<file path="config.mk">
export PLATFORM = sky130hd
export DESIGN_NAME = tscp_top
export DESIGN_NICKNAME = d
export VERILOG_FILES = /design/src/hw/tscp_pkg.sv /design/src/hw/tscp_lock_if.sv /design/src/hw/tscp_sync.sv /design/src/hw/tscp_lock.sv /design/src/hw/tscp_top.sv
export SDC_FILE = /design/constraint.sdc
export NUM_CORES = 1
export LEC_CHECK = 0
export BUFFER_PORTS_ARGS = -buffer_cell sky130_fd_sc_hd__buf_2
export CAP_MARGIN = 20
export CELL_PAD_IN_SITES_DETAIL_PLACEMENT = 0
export CELL_PAD_IN_SITES_GLOBAL_PLACEMENT = 2
export CORE_MARGIN = 2
export CORE_UTILIZATION = 38
export DETAILED_ROUTE_END_ITERATION = 6
export GPL_ROUTABILITY_DRIVEN = 0
export PLACE_DENSITY = 0.78
export SLEW_MARGIN = 15
export SYNTH_ARGS = -nofsm -noshare
export SYNTH_HDL_FRONTEND = slang
export SYNTH_SLANG_ARGS = --single-unit
</file>
<file path="constraint.sdc">
create_clock -name core_clk -period 2.5 [get_ports core_clk]
set_input_delay 0.375 -clock core_clk [delete_from_list [all_inputs] [get_ports core_clk]]
set_output_delay 0.375 -clock core_clk [all_outputs]
set_load 0.005 [all_outputs]
</file>
<file path="src/hw/tscp_pkg.sv">
// Purpose: Shared constants of the transmitter serial configuration port.
// Assumes: A 100 MHz core clock.
// Notes:   Latch layouts and register offsets live here only.
`default_nettype none
package tscp_pkg;
   localparam int          WORD_W      = 24;
   localparam logic [1:0]  SEL_REF     = 2'h0;
   localparam logic [1:0]  SEL_DIV     = 2'h1;
   localparam logic [1:0]  SEL_MOD     = 2'h2;
   localparam logic [1:0]  SEL_FUNC    = 2'h3;
   localparam int          SEL_LSB     = 0;
   localparam int          OSC_BIT     = 2;
   localparam int          STAGE_BIT   = 3;
   localparam int          MON_LSB     = 13;
   localparam int          BAND_BIT    = 22;
   localparam int          SCHEME_LSB  = 2;
   localparam int          HIGH_LSB    = 4;
   localparam int          LOW_LSB     = 11;
   localparam int          CODE_W      = 7;
   localparam int          LEVEL_W     = 5;
   localparam logic [23:0] LATCH_RST   = 24'h000000;
   localparam logic [1:0]  SCH_FSK     = 2'h0;
   localparam logic [1:0]  SCH_ASK     = 2'h2;
   localparam logic [1:0]  SCH_OOK     = 2'h3;
   localparam logic [3:0]  MON_REG_RDY = 4'h0;
   localparam logic [3:0]  MON_LOCK    = 4'h1;
   localparam logic [3:0]  MON_TX_BIT  = 4'h2;
   localparam logic [3:0]  MON_LOW     = 4'h3;
   localparam logic [7:0]  LOCK_SET_NS = 8'h0f;
   localparam logic [7:0]  LOCK_CLR_NS = 8'h19;
   localparam logic [2:0]  LOCK_RUN    = 3'h5;
   localparam int          CLK_MHZ     = 100;
   localparam int          REG_UP_US   = 50;
   localparam int          REG_UP_CYC  = REG_UP_US * CLK_MHZ;
   localparam logic [7:0]  ADR_REF     = 8'h00;
   localparam logic [7:0]  ADR_DIV     = 8'h04;
   localparam logic [7:0]  ADR_MOD     = 8'h08;
   localparam logic [7:0]  ADR_FUNC    = 8'h0c;
   localparam logic [7:0]  ADR_STATUS  = 8'h10;
   localparam logic [7:0]  ADR_MASK    = 8'h14;
   localparam logic [7:0]  ADR_LIVE    = 8'h18;
   localparam logic [3:0]  MASK_RST    = 4'h0;
   localparam int          EV_LOADED   = 0;
   localparam int          EV_LOCKED   = 1;
   localparam int          EV_UNLOCK   = 2;
   localparam int          EV_CE_DOWN  = 3;
endpackage
`default_nettype wire

</file>
<file path="src/hw/tscp_lock_if.sv">
// Purpose: Carries phase comparator results to the lock detector.
// Assumes: All signals are on core_clk.
// Notes:   One strobe per comparison cycle.
`default_nettype none
interface tscp_lock_if;
   logic       cmp_strobe;
   logic [7:0] cmp_error_ns;
   logic       lock;
   modport core (output cmp_strobe, output cmp_error_ns, input lock);
   modport det  (input cmp_strobe, input cmp_error_ns, output lock);
endinterface
`default_nettype wire

</file>
<file path="src/hw/tscp_sync.sv">
// Purpose: Two-flop synchroniser for asynchronous pins.
// Assumes: Inputs change slowly against core_clk.
// Notes:   Only the second stage leaves this module.
`default_nettype none
module tscp_sync #(
   parameter int W = 1
) (
   input  wire logic         core_clk,
   input  wire logic         rstn,
   input  wire logic         clk_en,
   input  wire logic [W-1:0] async_in,
   output logic      [W-1:0] sync_out
);
   logic [W-1:0] meta;
   always_ff @(posedge core_clk or negedge rstn) begin
      if (!rstn) begin
         meta     <= '0;
         sync_out <= '0;
      end else if (clk_en) begin
         meta     <= async_in;
         sync_out <= meta;
      end
   end
endmodule
`default_nettype wire

</file>
<file path="src/hw/tscp_lock.sv">
// Purpose: Digital lock indication from phase comparator errors.
// Assumes: One cmp_strobe per comparison with its error in ns.
// Notes:   Errors between the two thresholds keep the lock state but reset the run count.
`default_nettype none
module tscp_lock (
   input  wire logic core_clk,
   input  wire logic rstn,
   input  wire logic clk_en,
   input  wire logic clear,
   tscp_lock_if.det  lk
);
   logic [2:0] run;
   logic [2:0] next_run;
   wire        good = lk.cmp_error_ns < tscp_pkg::LOCK_SET_NS;
   wire        bad  = lk.cmp_error_ns >= tscp_pkg::LOCK_CLR_NS;
   wire        set  = lk.cmp_strobe && good && run == tscp_pkg::LOCK_RUN - 3'h1;
   assign next_run = !lk.cmp_strobe ? run : good ? (set ? run : run + 3'h1) : 3'h0;
   always_ff @(posedge core_clk or negedge rstn) begin
      if (!rstn) begin
         run     <= 3'h0;
         lk.lock <= 1'b0;
      end else if (clk_en) begin
         if (clear) begin
            run     <= 3'h0;
            lk.lock <= 1'b0;
         end else begin
            run <= next_run;
            if (set)
               lk.lock <= 1'b1;
            else if (lk.cmp_strobe && bad)
               lk.lock <= 1'b0;
         end
      end
   end
endmodule
`default_nettype wire

</file>
<file path="src/hw/tscp_top.sv">
// Purpose: Three-wire configuration port with four latches and their digital uses.
// Assumes: Serial pins are asynchronous; comparator results are on core_clk.
// Notes:   Latches are readable over classic Wishbone.
//
// Summary of operation
// Four 24-bit latches loaded from one 24-bit shift register.
// Data arrives MSB first, one bit per rising serial clock edge.
// Rising load strobe copies the shift register into the chosen latch.
// Bits one and zero of the word select the latch.
// 00 reference, 01 divider, 10 modulation, 11 function latch.
// With chip enable low all serial activity is ignored.
// Chip enable low stops the regulator and clears every latch.
// Host waits for regulator ready on the monitor output first.
// Monitor output shows regulator ready by default.
// Four-bit monitor select in the function latch picks the monitor source.
// Lock rises after five comparisons each below 15 ns error.
// Lock stays until a 25 ns error, then falls.
// Oscillator power bit turns the oscillator on or off.
// Band bit in the divider latch halves the oscillator output.
// Clearing output stage power bit powers the stage down.
// Power code: upper two bits range, lower five bits level.
// Amplitude keying uses high code for data one, low code for zero.
// Scheme 00 frequency keying, 10 amplitude keying, 11 on-off keying.
// The latched word is the last 24 bits shifted before the strobe.
`default_nettype none
module tscp_top #(
   parameter int REG_UP_CYC = tscp_pkg::REG_UP_CYC
) (
   input  wire logic        core_clk,
   input  wire logic        rstn,
   input  wire logic        clk_en,
   input  wire logic        wb_cyc_i,
   input  wire logic        wb_stb_i,
   input  wire logic        wb_we_i,
   input  wire logic [7:0]  wb_adr_i,
   input  wire logic [3:0]  wb_sel_i,
   input  wire logic [31:0] wb_dat_i,
   output logic      [31:0] wb_dat_o,
   output logic             wb_ack_o,
   output logic             irq,
   input  wire logic        ser_clk,
   input  wire logic        ser_data,
   input  wire logic        load_strobe,
   input  wire logic        chip_enable,
   input  wire logic        transmit_bit_input,
   input  wire logic        cmp_strobe,
   input  wire logic [7:0]  cmp_error_ns,
   output logic             monitor_output,
   output logic             regulator_on,
   output logic             oscillator_power_on,
   output logic             output_stage_power_on,
   output logic             half_band_select,
   output logic [1:0]       power_range,
   output logic [4:0]       power_level
);
   localparam int          CW  = $clog2(REG_UP_CYC + 1);
   localparam logic [CW-1:0] UP_END = CW'(REG_UP_CYC);

   tscp_lock_if lk ();
   assign lk.cmp_strobe   = cmp_strobe;
   assign lk.cmp_error_ns = cmp_error_ns;

   // Serial pins, chip enable and transmit data cross in together.
   logic [4:0] pins_s;
   tscp_sync #(.W(5)) u_sync (
      .core_clk (core_clk),
      .rstn     (rstn),
      .clk_en   (clk_en),
      .async_in ({transmit_bit_input, chip_enable, load_strobe, ser_data, ser_clk}),
      .sync_out (pins_s)
   );
   wire s_clk  = pins_s[0];
   wire s_data = pins_s[1];
   wire s_load = pins_s[2];
   wire s_ce   = pins_s[3];
   wire s_tx   = pins_s[4];

   logic s_clk_d;
   logic s_load_d;
   logic s_ce_d;
   always_ff @(posedge core_clk or negedge rstn) begin
      if (!rstn) begin
         s_clk_d  <= 1'b0;
         s_load_d <= 1'b0;
         s_ce_d   <= 1'b0;
      end else if (clk_en) begin
         s_clk_d  <= s_clk;
         s_load_d <= s_load;
         s_ce_d   <= s_ce;
      end
   end
   wire clk_rise  = s_clk & ~s_clk_d;
   wire load_rise = s_load & ~s_load_d;
   wire ce_fall   = s_ce_d & ~s_ce;

   // Regulator follows chip enable and reports ready after its start-up time.
   logic [CW-1:0] up_cnt;
   logic          reg_ready;
   always_ff @(posedge core_clk or negedge rstn) begin
      if (!rstn) begin
         up_cnt    <= '0;
         reg_ready <= 1'b0;
      end else if (clk_en) begin
         if (!s_ce) begin
            up_cnt    <= '0;
            reg_ready <= 1'b0;
         end else if (up_cnt != UP_END) begin
            up_cnt    <= up_cnt + CW'(1);
            reg_ready <= (up_cnt == UP_END - CW'(1));
         end
      end
   end

   // Shift register and the four latches.
   logic [23:0] shreg;
   logic [23:0] latch [4];
   wire  [1:0]  sel = shreg[tscp_pkg::SEL_LSB +: 2];
   wire         do_shift = s_ce & clk_rise;
   wire         do_load  = s_ce & load_rise;
   always_ff @(posedge core_clk or negedge rstn) begin
      if (!rstn) begin
         shreg <= tscp_pkg::LATCH_RST;
      end else if (clk_en) begin
         if (!s_ce)
            shreg <= tscp_pkg::LATCH_RST;
         else if (do_shift)
            shreg <= {shreg[22:0], s_data};
      end
   end
   for (genvar i = 0; i < 4; i++) begin : g_latch
      always_ff @(posedge core_clk or negedge rstn) begin
         if (!rstn)
            latch[i] <= tscp_pkg::LATCH_RST;
         else if (clk_en) begin
            if (!s_ce)
               latch[i] <= tscp_pkg::LATCH_RST;
            else if (do_load && sel == 2'(i))
               latch[i] <= shreg;
         end
      end
   end
   wire [23:0] ref_w  = latch[tscp_pkg::SEL_REF];
   wire [23:0] div_w  = latch[tscp_pkg::SEL_DIV];
   wire [23:0] mod_w  = latch[tscp_pkg::SEL_MOD];
   wire [23:0] func_w = latch[tscp_pkg::SEL_FUNC];

   tscp_lock u_lock (
      .core_clk (core_clk),
      .rstn     (rstn),
      .clk_en   (clk_en),
      .clear    (~s_ce),
      .lk       (lk)
   );

   // Decoded configuration.
   wire [3:0] mon_sel  = func_w[tscp_pkg::MON_LSB +: 4];
   wire [1:0] scheme   = mod_w[tscp_pkg::SCHEME_LSB +: 2];
   wire [6:0] hi_code  = mod_w[tscp_pkg::HIGH_LSB +: tscp_pkg::CODE_W];
   wire [6:0] lo_code  = mod_w[tscp_pkg::LOW_LSB +: tscp_pkg::CODE_W];
   wire       is_ask   = scheme == tscp_pkg::SCH_ASK;
   wire       is_ook   = scheme == tscp_pkg::SCH_OOK;
   wire [6:0] act_code = (is_ask && !s_tx) ? lo_code : hi_code;
   wire       ook_off  = is_ook && !s_tx;
   wire       next_mon = (mon_sel == tscp_pkg::MON_REG_RDY) ? reg_ready :
                         (mon_sel == tscp_pkg::MON_LOCK)    ? lk.lock :
                         (mon_sel == tscp_pkg::MON_TX_BIT)  ? s_tx : 1'b0;

   always_ff @(posedge core_clk or negedge rstn) begin
      if (!rstn) begin
         monitor_output        <= 1'b0;
         regulator_on          <= 1'b0;
         oscillator_power_on   <= 1'b0;
         output_stage_power_on <= 1'b0;
         half_band_select      <= 1'b0;
         power_range           <= 2'h0;
         power_level           <= 5'h00;
      end else if (clk_en) begin
         monitor_output        <= next_mon;
         regulator_on          <= s_ce;
         oscillator_power_on   <= func_w[tscp_pkg::OSC_BIT];
         output_stage_power_on <= func_w[tscp_pkg::STAGE_BIT] & ~ook_off;
         half_band_select      <= div_w[tscp_pkg::BAND_BIT];
         power_range           <= act_code[6:5];
         power_level           <= act_code[4:0];
      end
   end

   // Event flags: a read clears, but an event in the same cycle survives.
   logic       lock_d;
   logic [3:0] status;
   logic [3:0] mask;
   wire        bus_req  = wb_cyc_i & wb_stb_i & ~wb_ack_o;
   wire        wr_mask  = bus_req & wb_we_i & wb_sel_i[0] & (wb_adr_i == tscp_pkg::ADR_MASK);
   wire        rd_stat  = bus_req & ~wb_we_i & (wb_adr_i == tscp_pkg::ADR_STATUS);
   wire [3:0]  events   = {ce_fall, lock_d & ~lk.lock, lk.lock & ~lock_d, do_load};
   wire [3:0]  next_status = (rd_stat ? 4'h0 : status) | events;
   always_ff @(posedge core_clk or negedge rstn) begin
      if (!rstn) begin
         lock_d <= 1'b0;
         status <= 4'h0;
         mask   <= tscp_pkg::MASK_RST;
         irq    <= 1'b0;
      end else if (clk_en) begin
         lock_d <= lk.lock;
         status <= next_status;
         if (wr_mask)
            mask <= wb_dat_i[3:0];
         irq <= |(next_status & mask);
      end
   end

   // Wishbone slave: one wait state, unmapped reads return zero.
   wire [31:0] rd_live = {27'h0, scheme, lk.lock, reg_ready, s_ce};
   wire [31:0] next_rd = (wb_adr_i == tscp_pkg::ADR_REF)    ? {8'h0, ref_w}  :
                         (wb_adr_i == tscp_pkg::ADR_DIV)    ? {8'h0, div_w}  :
                         (wb_adr_i == tscp_pkg::ADR_MOD)    ? {8'h0, mod_w}  :
                         (wb_adr_i == tscp_pkg::ADR_FUNC)   ? {8'h0, func_w} :
                         (wb_adr_i == tscp_pkg::ADR_STATUS) ? {28'h0, status} :
                         (wb_adr_i == tscp_pkg::ADR_MASK)   ? {28'h0, mask} :
                         (wb_adr_i == tscp_pkg::ADR_LIVE)   ? rd_live : 32'h0;
   always_ff @(posedge core_clk or negedge rstn) begin
      if (!rstn) begin
         wb_ack_o <= 1'b0;
         wb_dat_o <= 32'h0;
      end else if (clk_en) begin
         wb_ack_o <= bus_req;
         wb_dat_o <= bus_req ? next_rd : 32'h0;
      end
   end
endmodule
`default_nettype wire

</file>
==> Yosys cells after proc, flatten, opt, wreduce, memory -nomap -nowiden <==
Index checks and enable logic that the tools add are counted.
{ "word_totals": {"register_bits": 205, "elab_cells": 137, "input_bits": 64, "out_inout_bits": 46} }
{ "classes": {"n_mux": 34, "n_addsub": 2, "bitwise_logic": 25, "reduce_logical": 23, "order_cmp": 2, "n_eq_ne": 25} }
{ "ops": {"columns": ["cell", "n"], "rows": [
  ["24-bit two-way mux", 15],
  ["13-bit two-way mux", 2],
  ["8-bit by 5-bit == test with 1-bit output (second input constant)", 3],
  ["8-bit by 4-bit == test with 1-bit output (second input constant)", 2],
  ["2-bit AND reduction", 8],
  ["1-bit AND", 15],
  ["5-bit two-way mux", 3],
  ["2-bit inequality test (second input constant)", 7],
  ["13-bit by 1-bit adder with 13-bit output (second input constant)", 1],
  ["13-bit == test (second input constant)", 1],
  ["13-bit inequality test (second input constant)", 1],
  ["3-bit two-way mux", 4],
  ["1-bit logical AND", 9],
  ["2-bit == test (second input constant)", 4],
  ["8-bit by 3-bit == test with 1-bit output (second input constant)", 1],
  ["8-bit by 5-bit greater-or-equal comparator with 1-bit output (second input constant)", 1],
  ["8-bit zero test", 1],
  ["8-bit by 4-bit < comparator with 1-bit output (second input constant)", 1],
  ["1-bit two-way mux", 8],
  ["1-bit inverter", 8],
  ["7-bit two-way mux", 1],
  ["4-bit AND", 1],
  ["4-bit by 1-bit == test with 1-bit output (second input constant)", 1],
  ["4-bit by 2-bit == test with 1-bit output (second input constant)", 1],
  ["other kinds (12)", 12]
]} }

==> Logic depth before layout (Yosys ltp) <==
Gate-level depths: netlist of the first run.
{ "logic_depth": {"depth_word": 9, "mapped_depth": 7, "depth_no_buf": 6} }

==> By module <==
Synthesis of the first run repeated with hierarchy kept, for this count alone.
{ "unflattened": {"cells_unflattened": 826, "area_unflattened_um2": 8966.1} }
{ "by_module_without_submodules": {"columns": ["module", "area_per_inst_um2", "seq_area_each_um2", "cells_each", "instances"], "rows": [
  ["tscp_top", 8251.7, 4579.4, 775, 1],
  ["tscp_sync", 411.6, 250.2, 21, 1],
  ["tscp_lock", 302.8, 100.1, 30, 1]
]} }

==> Worst setup path after synthesis of the first run <==
Ideal clock, no wire load.
{ "synth_timing": {"path_kind": "input -> register", "startpoint": "input wb_adr_i[7]", "endpoint": "register wb_dat_o[4]", "path_stages": 6, "setup_time_ns": 0.126, "required_time_ns": 2.374, "n_path_buf": 2, "slack_ns": 0.606, "arrival_time_ns": 1.768, "path_cell_list": "or3_4 buf_6 or2_1 buf_6 a211o_1 a221o_1"} }
{ "synth_via": {"elab_chain_len": 9, "word_cells_on_any_way": 15, "classes_between": "6 x eq/ne; 8 x mux; 1 x reduce/logical"} }
{ "synth_rtl": {"columns": ["item", "line", "rtl"], "rows": [
  ["start, declared", "tscp_top.sv:35", "input wire logic [7:0] wb_adr_i,"],
  ["8-bit by 5-bit == test with 1-bit output", "tscp_top.sv:220", "(wb_adr_i == tscp_pkg::ADR_LIVE) ? rd_live : 32'h0;"],
  ["5-bit two-way mux", "tscp_top.sv:220", null],
  ["5-bit two-way mux", "tscp_top.sv:219", "(wb_adr_i == tscp_pkg::ADR_MASK) ? {28'h0, mask} :"],
  ["5-bit two-way mux", "tscp_top.sv:218", "(wb_adr_i == tscp_pkg::ADR_STATUS) ? {28'h0, status} :"],
  ["24-bit two-way mux", "tscp_top.sv:217", "(wb_adr_i == tscp_pkg::ADR_FUNC) ? {8'h0, func_w} :"],
  ["24-bit two-way mux", "tscp_top.sv:216", "(wb_adr_i == tscp_pkg::ADR_MOD) ? {8'h0, mod_w} :"],
  ["24-bit two-way mux", "tscp_top.sv:215", "(wb_adr_i == tscp_pkg::ADR_DIV) ? {8'h0, div_w} :"],
  ["24-bit two-way mux *", "tscp_top.sv:214", "wire [31:0] next_rd = (wb_adr_i == tscp_pkg::ADR_REF) ? {8'h0, ref_w} :"],
  ["24-bit two-way mux *", "tscp_top.sv:227", "wb_dat_o <= bus_req ? next_rd : 32'h0;"],
  ["end signal, assigned", "tscp_top.sv:227", null],
  ["end, declared", "tscp_top.sv:38", "output logic [31:0] wb_dat_o,"]
]} }
Mark *: on every way between the ends. The rest lies on a longest branch, timed or not.
A chain may end at the register's enable or synchronous reset.

==> Worst setup path after layout of the first run <==
{ "layout_timing": {"startpoint": "register u_sync.sync_out[3]", "endpoint": "register latch, in the netlist func_w[8]"} }
{ "layout_via": {"elab_chain_len": 4, "word_cells_on_any_way": 5, "classes_between": "1 x eq/ne; 1 x mux; 1 x bitwise; 2 x reduce/logical"} }
{ "layout_rtl": {"columns": ["item", "line", "rtl"], "rows": [
  ["start, declared", "tscp_sync.sv:12", "output logic [W-1:0] sync_out"],
  ["start signal, assigned", "tscp_sync.sv:21", "sync_out <= meta;"],
  ["1-bit AND", "tscp_top.sv:119", "wire do_load = s_ce & load_rise;"],
  ["1-bit logical AND", "tscp_top.sv:137", "else if (do_load && sel == 2'(i))"],
  ["2-bit inequality test (no source line)", null, null],
  ["2-bit AND reduction (no source line)", null, null],
  ["end signal, assigned by index", "tscp_top.sv:133", "latch[i] <= tscp_pkg::LATCH_RST;"],
  ["end signal, assigned by index", "tscp_top.sv:136", "latch[i] <= tscp_pkg::LATCH_RST;"],
  ["end signal, assigned by index", "tscp_top.sv:138", "latch[i] <= shreg;"],
  ["end, declared", "tscp_top.sv:116", "logic [23:0] latch [4];"]
]} }
Parallel ways exist; a longest one is shown, timed or not.

==> results of run 1 <==
[worst min-delay path by stage]
stage                     end  slack [ns]  cells past startpoint
2_1_floorplan        div_w[0]        0.08                      0
3_3_place_gp         s_load_d        0.36                      1
3_5_place_dp         s_load_d        0.36                      1
4_1_cts               mask[1]        0.15                      2
5_1_grt        u_sync.meta[1]        0.15                      2
6_report       u_sync.meta[1]        0.17                      2
[cells by family after synthesis]
logic type / after synthesis / synth area share [%]
and+or+nand+nor: 274 / 16.6
AOI/OAI and AO/OA: 225 / 16.1
DFF: 197 / 55.1
buffers and inverters: 86 / 4.42
muxes: 55 / 6.69
xor gates and xnor gates: 5 / 0.490
adders and majority gates: 4 / 0.560
other: 1 / 0.0419
[state kept, by name, indices dropped and copies added, names as in the netlist, 2 cells and up]
name	count
u_sync.sync_out	5
mod_w	24
power_range	2
power_level	5
up_cnt	13
status	4
mask	4
ref_w	24
func_w	24
div_w	24
u_sync.meta	5
u_lock.run	3
shreg	24
wb_dat_o	24
[through the flow]
| step | total power, mW | hold slack, ns | worst slack [ns] |
|---|---|---|---|
| after floorplan | 3.59 | 0.0794 | 0.606 |
| after detailed placement | 3.84 | 0.362 | 0.384 |
| after global routing | 6.75 | 0.154 | 0.371 |
| final | 6.48 | 0.170 | 0.521 |
| after global placement | 3.84 | 0.364 | 0.358 |
| after CTS | 6.58 | 0.146 | 0.488 |
[worst max-delay path, stage by stage (launching register included)]
cell and delay [ns]:
dfrtp_1 0.51, and4b_1 0.44, nand3_1 0.38, buf_4 0.34, nand3_1 0.10, o21ai_0 0.09
[per-layer routing]
| metal | global-route usage [%] | part of all wire [%] | up-vias |
|---|---|---|---|
| met5 | 0 | 0 | - |
| met4 | 5.45 | 0.75 | 0 |
| met3 | 3.00 | 3.7 | 11 |
| met2 | 33.3 | 49 | 107 |
| met1 | 26.7 | 47 | 3194 |
| li1 | - | - | 3187 |
[cell usage in the layout (no fill, tap or decap), types with 3 or more instances in the layout]
cell type,instances
dfrtp_1,197
o21ai_0,132
nand3_1,123
buf_2,69
nand2_1,47
mux2_2,38
buf_4,32
nor2b_1,29
a22o_1,23
nor2_1,21
a221o_1,20
mux2i_1,17
clkbuf_16,17
a21oi_1,15
inv_1,12
a22oi_1,8
conb_1,8
nand3b_1,7
nor3_1,7
nand4_1,5
and3_1,5
buf_12,5
xor2_1,4
o22a_1,4
o22ai_1,4
ha_1,4
clkinv_2,4
nor4_4,3
and2_1,3
or3_1,3
a21o_1,3
a32o_1,3
clkbuf_8,3
clkinv_4,3
[layout make-up]
cell class / instances / share of cell area [%]
flip-flops and latches: 197 / 47.8
multi-input cells: 571 / 35.4
repair buffers: 108 / 6.88
clock buffers: 19 / 4.39
well taps: 319 / 3.87
clock inverters: 13 / 1.24
inverters: 13 / 0.473
[where the power goes]
| group | internal, mW | leakage (nW) | switching [mW] | total (mW) |
|---|---|---|---|---|
| sequential | 3.24 | 2.70 | 0.0441 | 3.28 |
| clock | 1.44 | 0.284 | 1.26 | 2.71 |
| combinational | 0.157 | 1.67 | 0.338 | 0.495 |
[timing repair]
item | CTS | global route
resized for setup | 0 | 0
hold endpoints to repair | 44 | 0
hold buffers | 1 | 0
buffers inserted | 0 | 0
==> results.yml, run 1 <==
flow_run:
  maxCapViolations: 0
final_layout:
  multiInputGateArea_um2: 3650
  layoutNonFillerInstCount: 1240
  register_area_um2: 4930
  nNetsFinal: 976
  final_layout_size_suffix_gt1_share_pct: 20.6
  insertedDiodeCount: 0
  nFillCells: 2297
  design_area_um2: 10300
  utilization_pct: 44.4
  area_growth_pct: 15.4
yosys:
  synth_top_area_share_pct: 55.1
  synthTopCellsByCount: "dfrtp_1 (197), o21ai_0 (132), nand3_1 (123)"
  synth_top_area_cell: "dfrtp_1"
  ys_seq_area_share_pct: 55.1
  synth_most_common_cell: "dfrtp_1"
  synth_area_um2: 8940
  syn_avg_cell_area_um2: 10.6
  yosysWarningCount: 0
  synth_edf_count: 0
  synthCells: 847
  synthTopCellsByArea: "dfrtp_1 (55%), o21ai_0 (7.4%), nand3_1 (6.9%)"
  yosys_most_used_dff: "dfrtp_1"
  async_flop_share_pct: 100
  synth_cell_types: 61
  synth_seq_cells: 197
sta:
  tightest_slew_ns: 0.668
  fin_setup_tns_ns: 0
  final-setup-viol-count: 0
  relSlewSlack_pct: 55.1
  finalClockSkew_ns: 0.0106
  finalHoldViolations: 0
  final_max_slew_viol_count: 0
  fin_crit_sh_pct: 79.2
  grt_setup_unrepaired: "no"
  fmax_mhz: 505
  period_needed_ns: 1.98
placement:
  io_buffer_count: 70
  dp.cells: 1207
  dp_hpwl_um: 15100
  place_area_um2: 9730
critical_path:
  rrSetupSlack_ns: 0.52
  reg2reg_from: "u_sync.sync_out[3]"
  crit_path_end_kind: "register"
  reg2regPathDepth: 5
  path_max_fanout: 20
  start_kind: "register"
  cp-startpoint: "u_sync.sync_out[3]"
  crit_arrival_ns: 2.29
  path_class: "reg -> reg"
  crit_path_end: "func_w[8]"
  r2r-end: "func_w[8]"
  cp.required_ns: 2.81
cts:
  cts_tree: "yes"
  cts_root_buf: "clkbuf_16"
  cts_buffers: 17
  path_clk_slew_ns: 0.07
  clockBufferDepth: 2
  cts.sinks: 197
  cts.htree.levels: 4
  worstSkewPairLatency_ns: 0.43
floorplanning:
  die_area_um2: 24800
  die_width_um: 157
  io_pins: 110
  fp.dieH_um: 157
  rows: 56
  initial_core_util_pct: 38.4
  coreArea_um2: 23300
pwr:
  ir_worst_vdd_mv: 0.345
  leakage_nw: 4.66
  powerDensity_nw_per_um2: 628
global_route:
  grt-ovfl-total: 0
  grt_pass1_vias: 6527
  antenna_found_initial: 0
  grt_pass1_wl_um: 37500
  grt_max_degree: 52
  grtUsageTotal_pct: 19.8
routing:
  routed_wl_um: 23200
  postRouteAntennaNets: 0
  drt_iter0_drc: 405
  drt-wirelength-per-cell_um: 18.7
  vias_per_cell: 5.24
  vias: 6499
  drc: 0
  dr.pass1.iters: 4
hold_path:
  holdCritPathClass: "in -> reg"
  min_from: "ser_data"
outcome:
  status: "finished, final reports clean"
No activity file was read; power rests on OpenSTA's default activity.
==> inputs of run 2 (changes only) <==
--- a/config.mk
+++ b/config.mk
@@ -10,10 +10,10 @@
 export CELL_PAD_IN_SITES_DETAIL_PLACEMENT = 0
 export CELL_PAD_IN_SITES_GLOBAL_PLACEMENT = 2
 export CORE_MARGIN = 2
-export CORE_UTILIZATION = 38
+export CORE_UTILIZATION = 34
 export DETAILED_ROUTE_END_ITERATION = 6
 export GPL_ROUTABILITY_DRIVEN = 0
-export PLACE_DENSITY = 0.78
+export PLACE_DENSITY = 0.74
 export SLEW_MARGIN = 15
 export SYNTH_ARGS = -nofsm -noshare
 export SYNTH_HDL_FRONTEND = slang
==> constraint.sdc (replaced) <==
create_clock -name core_clk -period 1.6 [get_ports core_clk]
set_input_delay 0.24 -clock core_clk [delete_from_list [all_inputs] [get_ports core_clk]]
set_output_delay 0.24 -clock core_clk [all_outputs]
set_load 0.005 [all_outputs]
==> run 2 against run 1 <==
The run now ends with negative setup slack left. Combinational power up 96%. Wire length up 13%. Non-clock buffer count up 47. Register-to-register slack worse by 0.57 ns. Sequential share of layout area down 3.6 points. Worst hold slack worse by 0.14 ns.
==> results.yml, run 2 (synthesized netlist as in run 1, its figures left out) <==
outcome:
  status: "complete, but fails checks"
  violations: "negative setup slack"
pwr:
  powerDensity_nw_per_um2: 958
  comb_power_share_pct: 9.1
  power_frac_clock_pct: 43.1
  swShare_pct: 26.8
  ir_worst_vdd_mv: 0.652
  p_sw_mw: 2.86
  leakage_nw: 5.05
  p_int_mw: 7.83
  p_total_mw: 10.7
  seqPwrFrac_pct: 47.8
cts:
  clockBufferDepth: 2
  cts_buffers: 17
  cts.sinks: 197
  cts_tree: "yes"
  path_clk_slew_ns: 0.08
  cts.htree.levels: 4
  cts_root_buf: "clkbuf_16"
  worstSkewPairLatency_ns: 0.44
sta:
  final-setup-viol-count: 36
  final.setup.worst_slack_ns: -0.0476
  fin_crit_sh_pct: 103
  finalHoldViolations: 0
  period_needed_ns: 1.65
  final_max_slew_viol_count: 0
  fmax_mhz: 607
  finalClockSkew_ns: 0.0116
  grt_setup_unrepaired: "yes"
routing:
  drt-wirelength-per-cell_um: 20.0
  routed_wl_um: 26100
  vias_per_cell: 5.28
  drt_iter0_drc: 444
  postRouteAntennaNets: 0
  dr.pass1.iters: 5
  drc: 0
  vias: 6884
flow_run:
  maxCapViolations: 0
global_route:
  grt_max_degree: 49
  grt-ovfl-total: 0
  grt_pass1_wl_um: 39400
  grt_pass1_vias: 6814
  grtUsageTotal_pct: 18.2
  antenna_found_initial: 0
critical_path:
  crit_slowest_cell: "dfrtp_1"
  max_stage_delay_ns: 0.37
  start_kind: "register"
  reg2regPathDepth: 7
  path_max_fanout: 5
  cp_cell_sequence: "nand3b_1 -> or2_4 -> buf_6 -> nor2_4 -> buf_12 -> clkbuf_16 -> a221o_1"
  crit_path_end_kind: "register"
  crit_arrival_ns: 2.02
  cp.required_ns: 1.97
  rrSetupSlack_ns: -0.05
  r2r-end: "wb_dat_o[19]"
  reg2reg_from: "wb_ack_o"
  path_class: "reg -> reg"
final_layout:
  design_area_um2: 11200
  final_layout_size_suffix_gt1_share_pct: 28.0
  final_cell_mix: "dfrtp_1 (197), o21ai_0 (109), nand3_1 (106), buf_2 (69), buf_4 (59)"
  area_growth_pct: 24.8
  insertedDiodeCount: 0
  layout_commonest_cell: "dfrtp_1"
  nNetsFinal: 1023
placement:
  dp_hpwl_um: 15700
  place_area_um2: 10200
  io_buffer_count: 70
floorplanning:
  io_pins: 110
  die_area_um2: 27600
  fp.dieH_um: 166
  coreArea_um2: 25900
  rows: 59
  initial_core_util_pct: 34.5
  die_width_um: 166
hold_path:
  holdCritPathClass: "in -> reg"
  min_to: "u_sync.meta[4]"
  min_from: "transmit_bit_input"
  worst_hold_path.num_cells: 2
==> run 2: changes by cell type in the layout (fill, tap and decap cells not counted), moves of 5 or more <==
cell	before	now
clkbuf_16	17	22
buf_4	32	59
o21ai_1	1	14
nand3_2	0	17
o21ai_0	132	109
o21ai_2	0	10
buf_12	5	17
mux2_4	0	5
nand3_1	123	106
mux2_2	38	33
==> run 2: power by group through the flow <==
stage | sequential [mW] | clock, mW | combinational [mW]
global placement | 5.21 | 0 | 0.901
CTS | 5.11 | 4.71 | 0.915
global route | 5.13 | 4.93 | 1.06
detailed placement | 5.21 | 0 | 0.902
floorplan | 5.20 | 0 | 0.426
finish | 5.11 | 4.61 | 0.971
==> run 2: worst max path at each step <==
| stage | startpoint | to | slack, ns |
|---|---|---|---|
| after floorplan | wb_adr_i[7] | wb_dat_o[4] | -0.13 |
| after global placement | wb_adr_i[1] | wb_dat_o[6] | -0.27 |
| after detailed placement | wb_adr_i[1] | wb_dat_o[14] | -0.30 |
| after CTS | wb_ack_o | mask[2] | -0.05 |
| after global routing | up_cnt[10] | up_cnt[0] | -0.12 |
| final | wb_ack_o | wb_dat_o[19] | -0.05 |
==> run 2: metrics by stage <==
stage	util, %	worst slack, ns	cells	setup TNS, ns	hold WS, ns
after floorplan	-	-0.127	854	-2.20	-0.0556
after global placement	39.2	-0.273	1257	-6.99	0.207
after detailed placement	39.2	-0.304	1257	-7.56	0.214
after CTS	41.8	-0.0502	1291	-0.383	0.0150
after global routing	43.1	-0.117	1303	-3.77	0.0184
final	43.1	-0.0476	1303	-1.03	0.0333
==> run 2: repair_timing <==
action / 4_1_cts / 5_1_grt
hold buffers: 1 / 0
gates resized for setup: 3 / 56
pin swaps: 9 / 18
cloned: 0 / 7
buffers inserted: 1 / 5
hold endpoints to repair: 35 / 0
setup endpoints to repair: 12 / 57
==> run 2: critical path: cells and delay by family (launching register included) <==
family                 cells  cell delay (ns)
AO/OA/AOI/OAI              1             0.13
buffers and inverters      3             0.43
flip-flops                 1             0.37
AND/OR/NAND/NOR            3             0.65
==> run 2: area by class of cell <==
class / instances / area, um^2
fill: 2504 / 14700
clock buffer: 17 / 425
timing repair buffer: 155 / 1320
inverter: 13 / 48.8
tap: 335 / 419
sequential: 197 / 4930
multi-input combinational: 571 / 3820
clock inverter: 15 / 205
==> run 2: layer usage <==
metal | vias up | part of all wire, % | GRT usage, %
li1 | 3291 | - | -
met1 | 3473 | 49 | 25.4
met2 | 107 | 48 | 29.8
met3 | 13 | 2.6 | 2.74
met4 | 0 | 0.77 | 4.35
met5 | - | 0 | 0
==> inputs of run 3 (changes only) <==
--- a/config.mk
+++ b/config.mk
@@ -13,8 +13,9 @@
 export CORE_UTILIZATION = 34
 export DETAILED_ROUTE_END_ITERATION = 6
 export GPL_ROUTABILITY_DRIVEN = 0
-export PLACE_DENSITY = 0.74
+export PLACE_DENSITY = 0.73
 export SLEW_MARGIN = 15
 export SYNTH_ARGS = -nofsm -noshare
 export SYNTH_HDL_FRONTEND = slang
+export SYNTH_HIERARCHICAL = 1
 export SYNTH_SLANG_ARGS = --single-unit
==> run 3 against run 2 <==
Wire length down 14%. Worst hold slack gained 0.0043 ns. Register-to-register slack better by 0.07 ns. Fmax is 4.7% higher. Sequential share of layout area grew 0.99 points. The run now ends clean. Non-clock buffer count fell by 9. Largest cell class unchanged. Clock-buffer cell count unchanged. Area after synthesis grew 0.28%. Critical path depth shrank 2. Via count decreased by 6.9%.
==> results.yml, run 3 <==
final_layout:
  layout_commonest_cell: "dfrtp_1"
  nNetsFinal: 1003
  layoutNonFillerInstCount: 1283
  area_growth_pct: 21.8
  design_area_um2: 10900
  insertedDiodeCount: 0
  final_layout_size_suffix_gt1_share_pct: 26.4
  final_cell_mix: "dfrtp_1 (195), o21ai_0 (118), nand2_1 (91), nand3_1 (73), buf_2 (69)"
yosys:
  synthAdderAreaFrac_pct: 0.558
  synth_area_um2: 8970
  synth_edf_count: 0
  synth_compound_area_share_pct: 14.5
  synthTopCellsByCount: "dfrtp_1 (197), o21ai_0 (123), nand2_1 (93)"
  synth_seq_cells: 197
  synth_most_common_cell: "dfrtp_1"
  synth_top_area_cell: "dfrtp_1"
  synthCells: 826
  synthTopCellsByArea: "dfrtp_1 (55%), o21ai_0 (6.9%), mux4_2 (4.8%)"
  synth_top_family_by_area: "simple AND/OR/NAND/NOR gates"
  synth-xor-area-share_pct: 0.195
  yosys_most_used_dff: "dfrtp_1"
  ys_seq_area_share_pct: 55.0
  yosysWarningCount: 6
  syn_avg_cell_area_um2: 10.9
  synthMuxAreaShare_pct: 9.31
  synthSimpleGateAreaFrac_pct: 15.1
  synth_top_area_share_pct: 55.0
  async_flop_share_pct: 100
  synth_cell_types: 75
critical_path:
  max_stage_delay_ns: 0.40
  crit_cells: 5
  crit_buf_inv: 1
  crit_path_end_kind: "register"
  r2r-end: "mask[0]"
  crit_slowest_cell: "dfrtp_1"
  crit_path_end: "mask[0]"
  rrSetupSlack_ns: 0.03
  cp_cell_sequence: "and3b_2 -> nand2_4 -> nor4b_4 -> buf_4 -> mux2_4"
  reg2regPathDepth: 5
  cp-startpoint: "wb_ack_o"
  start_kind: "register"
  path_max_fanout: 4
  crit_family: "simple AND/OR/NAND/NOR gates"
  crit_arrival_ns: 1.89
  reg2reg_from: "wb_ack_o"
  cp.required_ns: 1.91
  path_class: "reg -> reg"
routing:
  postRouteAntennaNets: 0
  vias: 6412
  routed_wl_um: 22500
  dr.pass1.iters: 5
  drt_iter0_drc: 305
  drt-wirelength-per-cell_um: 17.5
  vias_per_cell: 5.00
  drc: 0
cts:
  cts_root_buf: "clkbuf_16"
  cts_buffers: 17
  worstSkewPairLatency_ns: 0.44
  cts_tree: "yes"
  path_clk_slew_ns: 0.08
  cts.htree.levels: 4
  cts.sinks: 197
  clockBufferDepth: 2
sta:
  fin_crit_sh_pct: 98.4
  finalHoldWorstSlack_ns: 0.0376
  period_needed_ns: 1.57
  final_max_slew_viol_count: 0
  finalHoldViolations: 0
  grt_setup_unrepaired: "yes"
  fin_setup_tns_ns: 0
  final-setup-viol-count: 0
  fmax_mhz: 635
  finalClockSkew_ns: 0.0180
floorplanning:
  initial_core_util_pct: 34.5
  die_width_um: 166
  die_area_um2: 27700
  io_pins: 110
  fp.dieH_um: 166
  coreArea_um2: 26000
  rows: 59
global_route:
  grt_pass1_vias: 6536
  antenna_found_initial: 0
  grtUsageTotal_pct: 16.9
  grt_max_degree: 49
  grt_pass1_wl_um: 37300
  grt-ovfl-total: 0
hold_path:
  holdCritPathClass: "in -> reg"
pwr:
  p_total_mw: 10.9
  leakage_nw: 4.87
  powerDensity_nw_per_um2: 994
  ir_worst_vdd_mv: 0.576
placement:
  dp.cells: 1246
  place_area_um2: 10200
  io_buffer_count: 70
  dp_hpwl_um: 15300
flow_run:
  maxCapViolations: 0
outcome:
  status: "finished, final reports clean"
==> run 3: worst min-delay path by stage <==
stage / slack, ns / startpoint / endpoint / cells past startpoint
6_report: 0.04 / ser_clk / u_sync/meta[0] / 2
5_1_grt: 0.02 / ser_clk / u_sync/meta[0] / 2
4_1_cts: 0.02 / ser_clk / u_sync/meta[0] / 2
3_5_place_dp: 0.18 / rstn / ref_w[4] / 1
3_3_place_gp: 0.18 / rstn / ref_w[4] / 1
2_1_floorplan: -0.06 / rstn / div_w[0] / 0
==> run 3: cells by family after synthesis <==
kind of cell,after synthesis
AO/OA/AOI/OAI,211
XOR/XNOR,2
adder cells (fa/ha/maj),4
buffers and inverters,109
flip-flops,197
multiplexers,52
other,1
AND/OR/NAND/NOR,250
==> run 3: report_power, final <==
part / switching [mW] / internal [mW]
Combinational: 0.715 / 0.476
Clock: 2.10 / 2.38
Sequential: 0.0904 / 5.09
Total: 2.91 / 7.95
==> run 3: per-stage QoR <==
| step | util, % | setup WS, ns |
|---|---|---|
| 6_report | 42.0 | 0.0261 |
| 5_1_grt | 42.0 | -0.0609 |
| 4_1_cts | 41.7 | 0.00442 |
| 3_5_place_dp | 39.3 | -0.148 |
| 3_3_place_gp | 39.3 | -0.0716 |
| 2_1_floorplan | - | 0.00995 |
==> run 3: cell type report <==
| class | instances | area (um^2) |
|---|---|---|
| Clock buffer | 17 | 425 |
| Clock inverter | 15 | 185 |
| Fill cell | 2549 | 15100 |
| Inverter | 46 | 173 |
| Multi-Input combinational cell | 527 | 3640 |
| Sequential cell | 197 | 4930 |
| Tap cell | 335 | 419 |
| Timing Repair Buffer | 146 | 1150 |
==> run 3: layer usage <==
metal,GRT usage (%),share of wire [%],wire (um)
met1,24.4,49,11000
met2,27.2,49,10900
met3,2.24,2.0,455
met4,4.16,0.45,101
met5,0,0,0
==> run 3: repair_timing <==
| action | CTS | global route |
|---|---|---|
| hold buffers | 1 | 0 |
| pin swaps | 1 | 5 |
| gates resized for setup | 2 | 20 |
| endpoints found under the setup margin | 47 | 49 |
| buffers inserted | 1 | 3 |
| endpoints found under the hold margin | 26 | 0 |
| gates cloned | 0 | 0 |
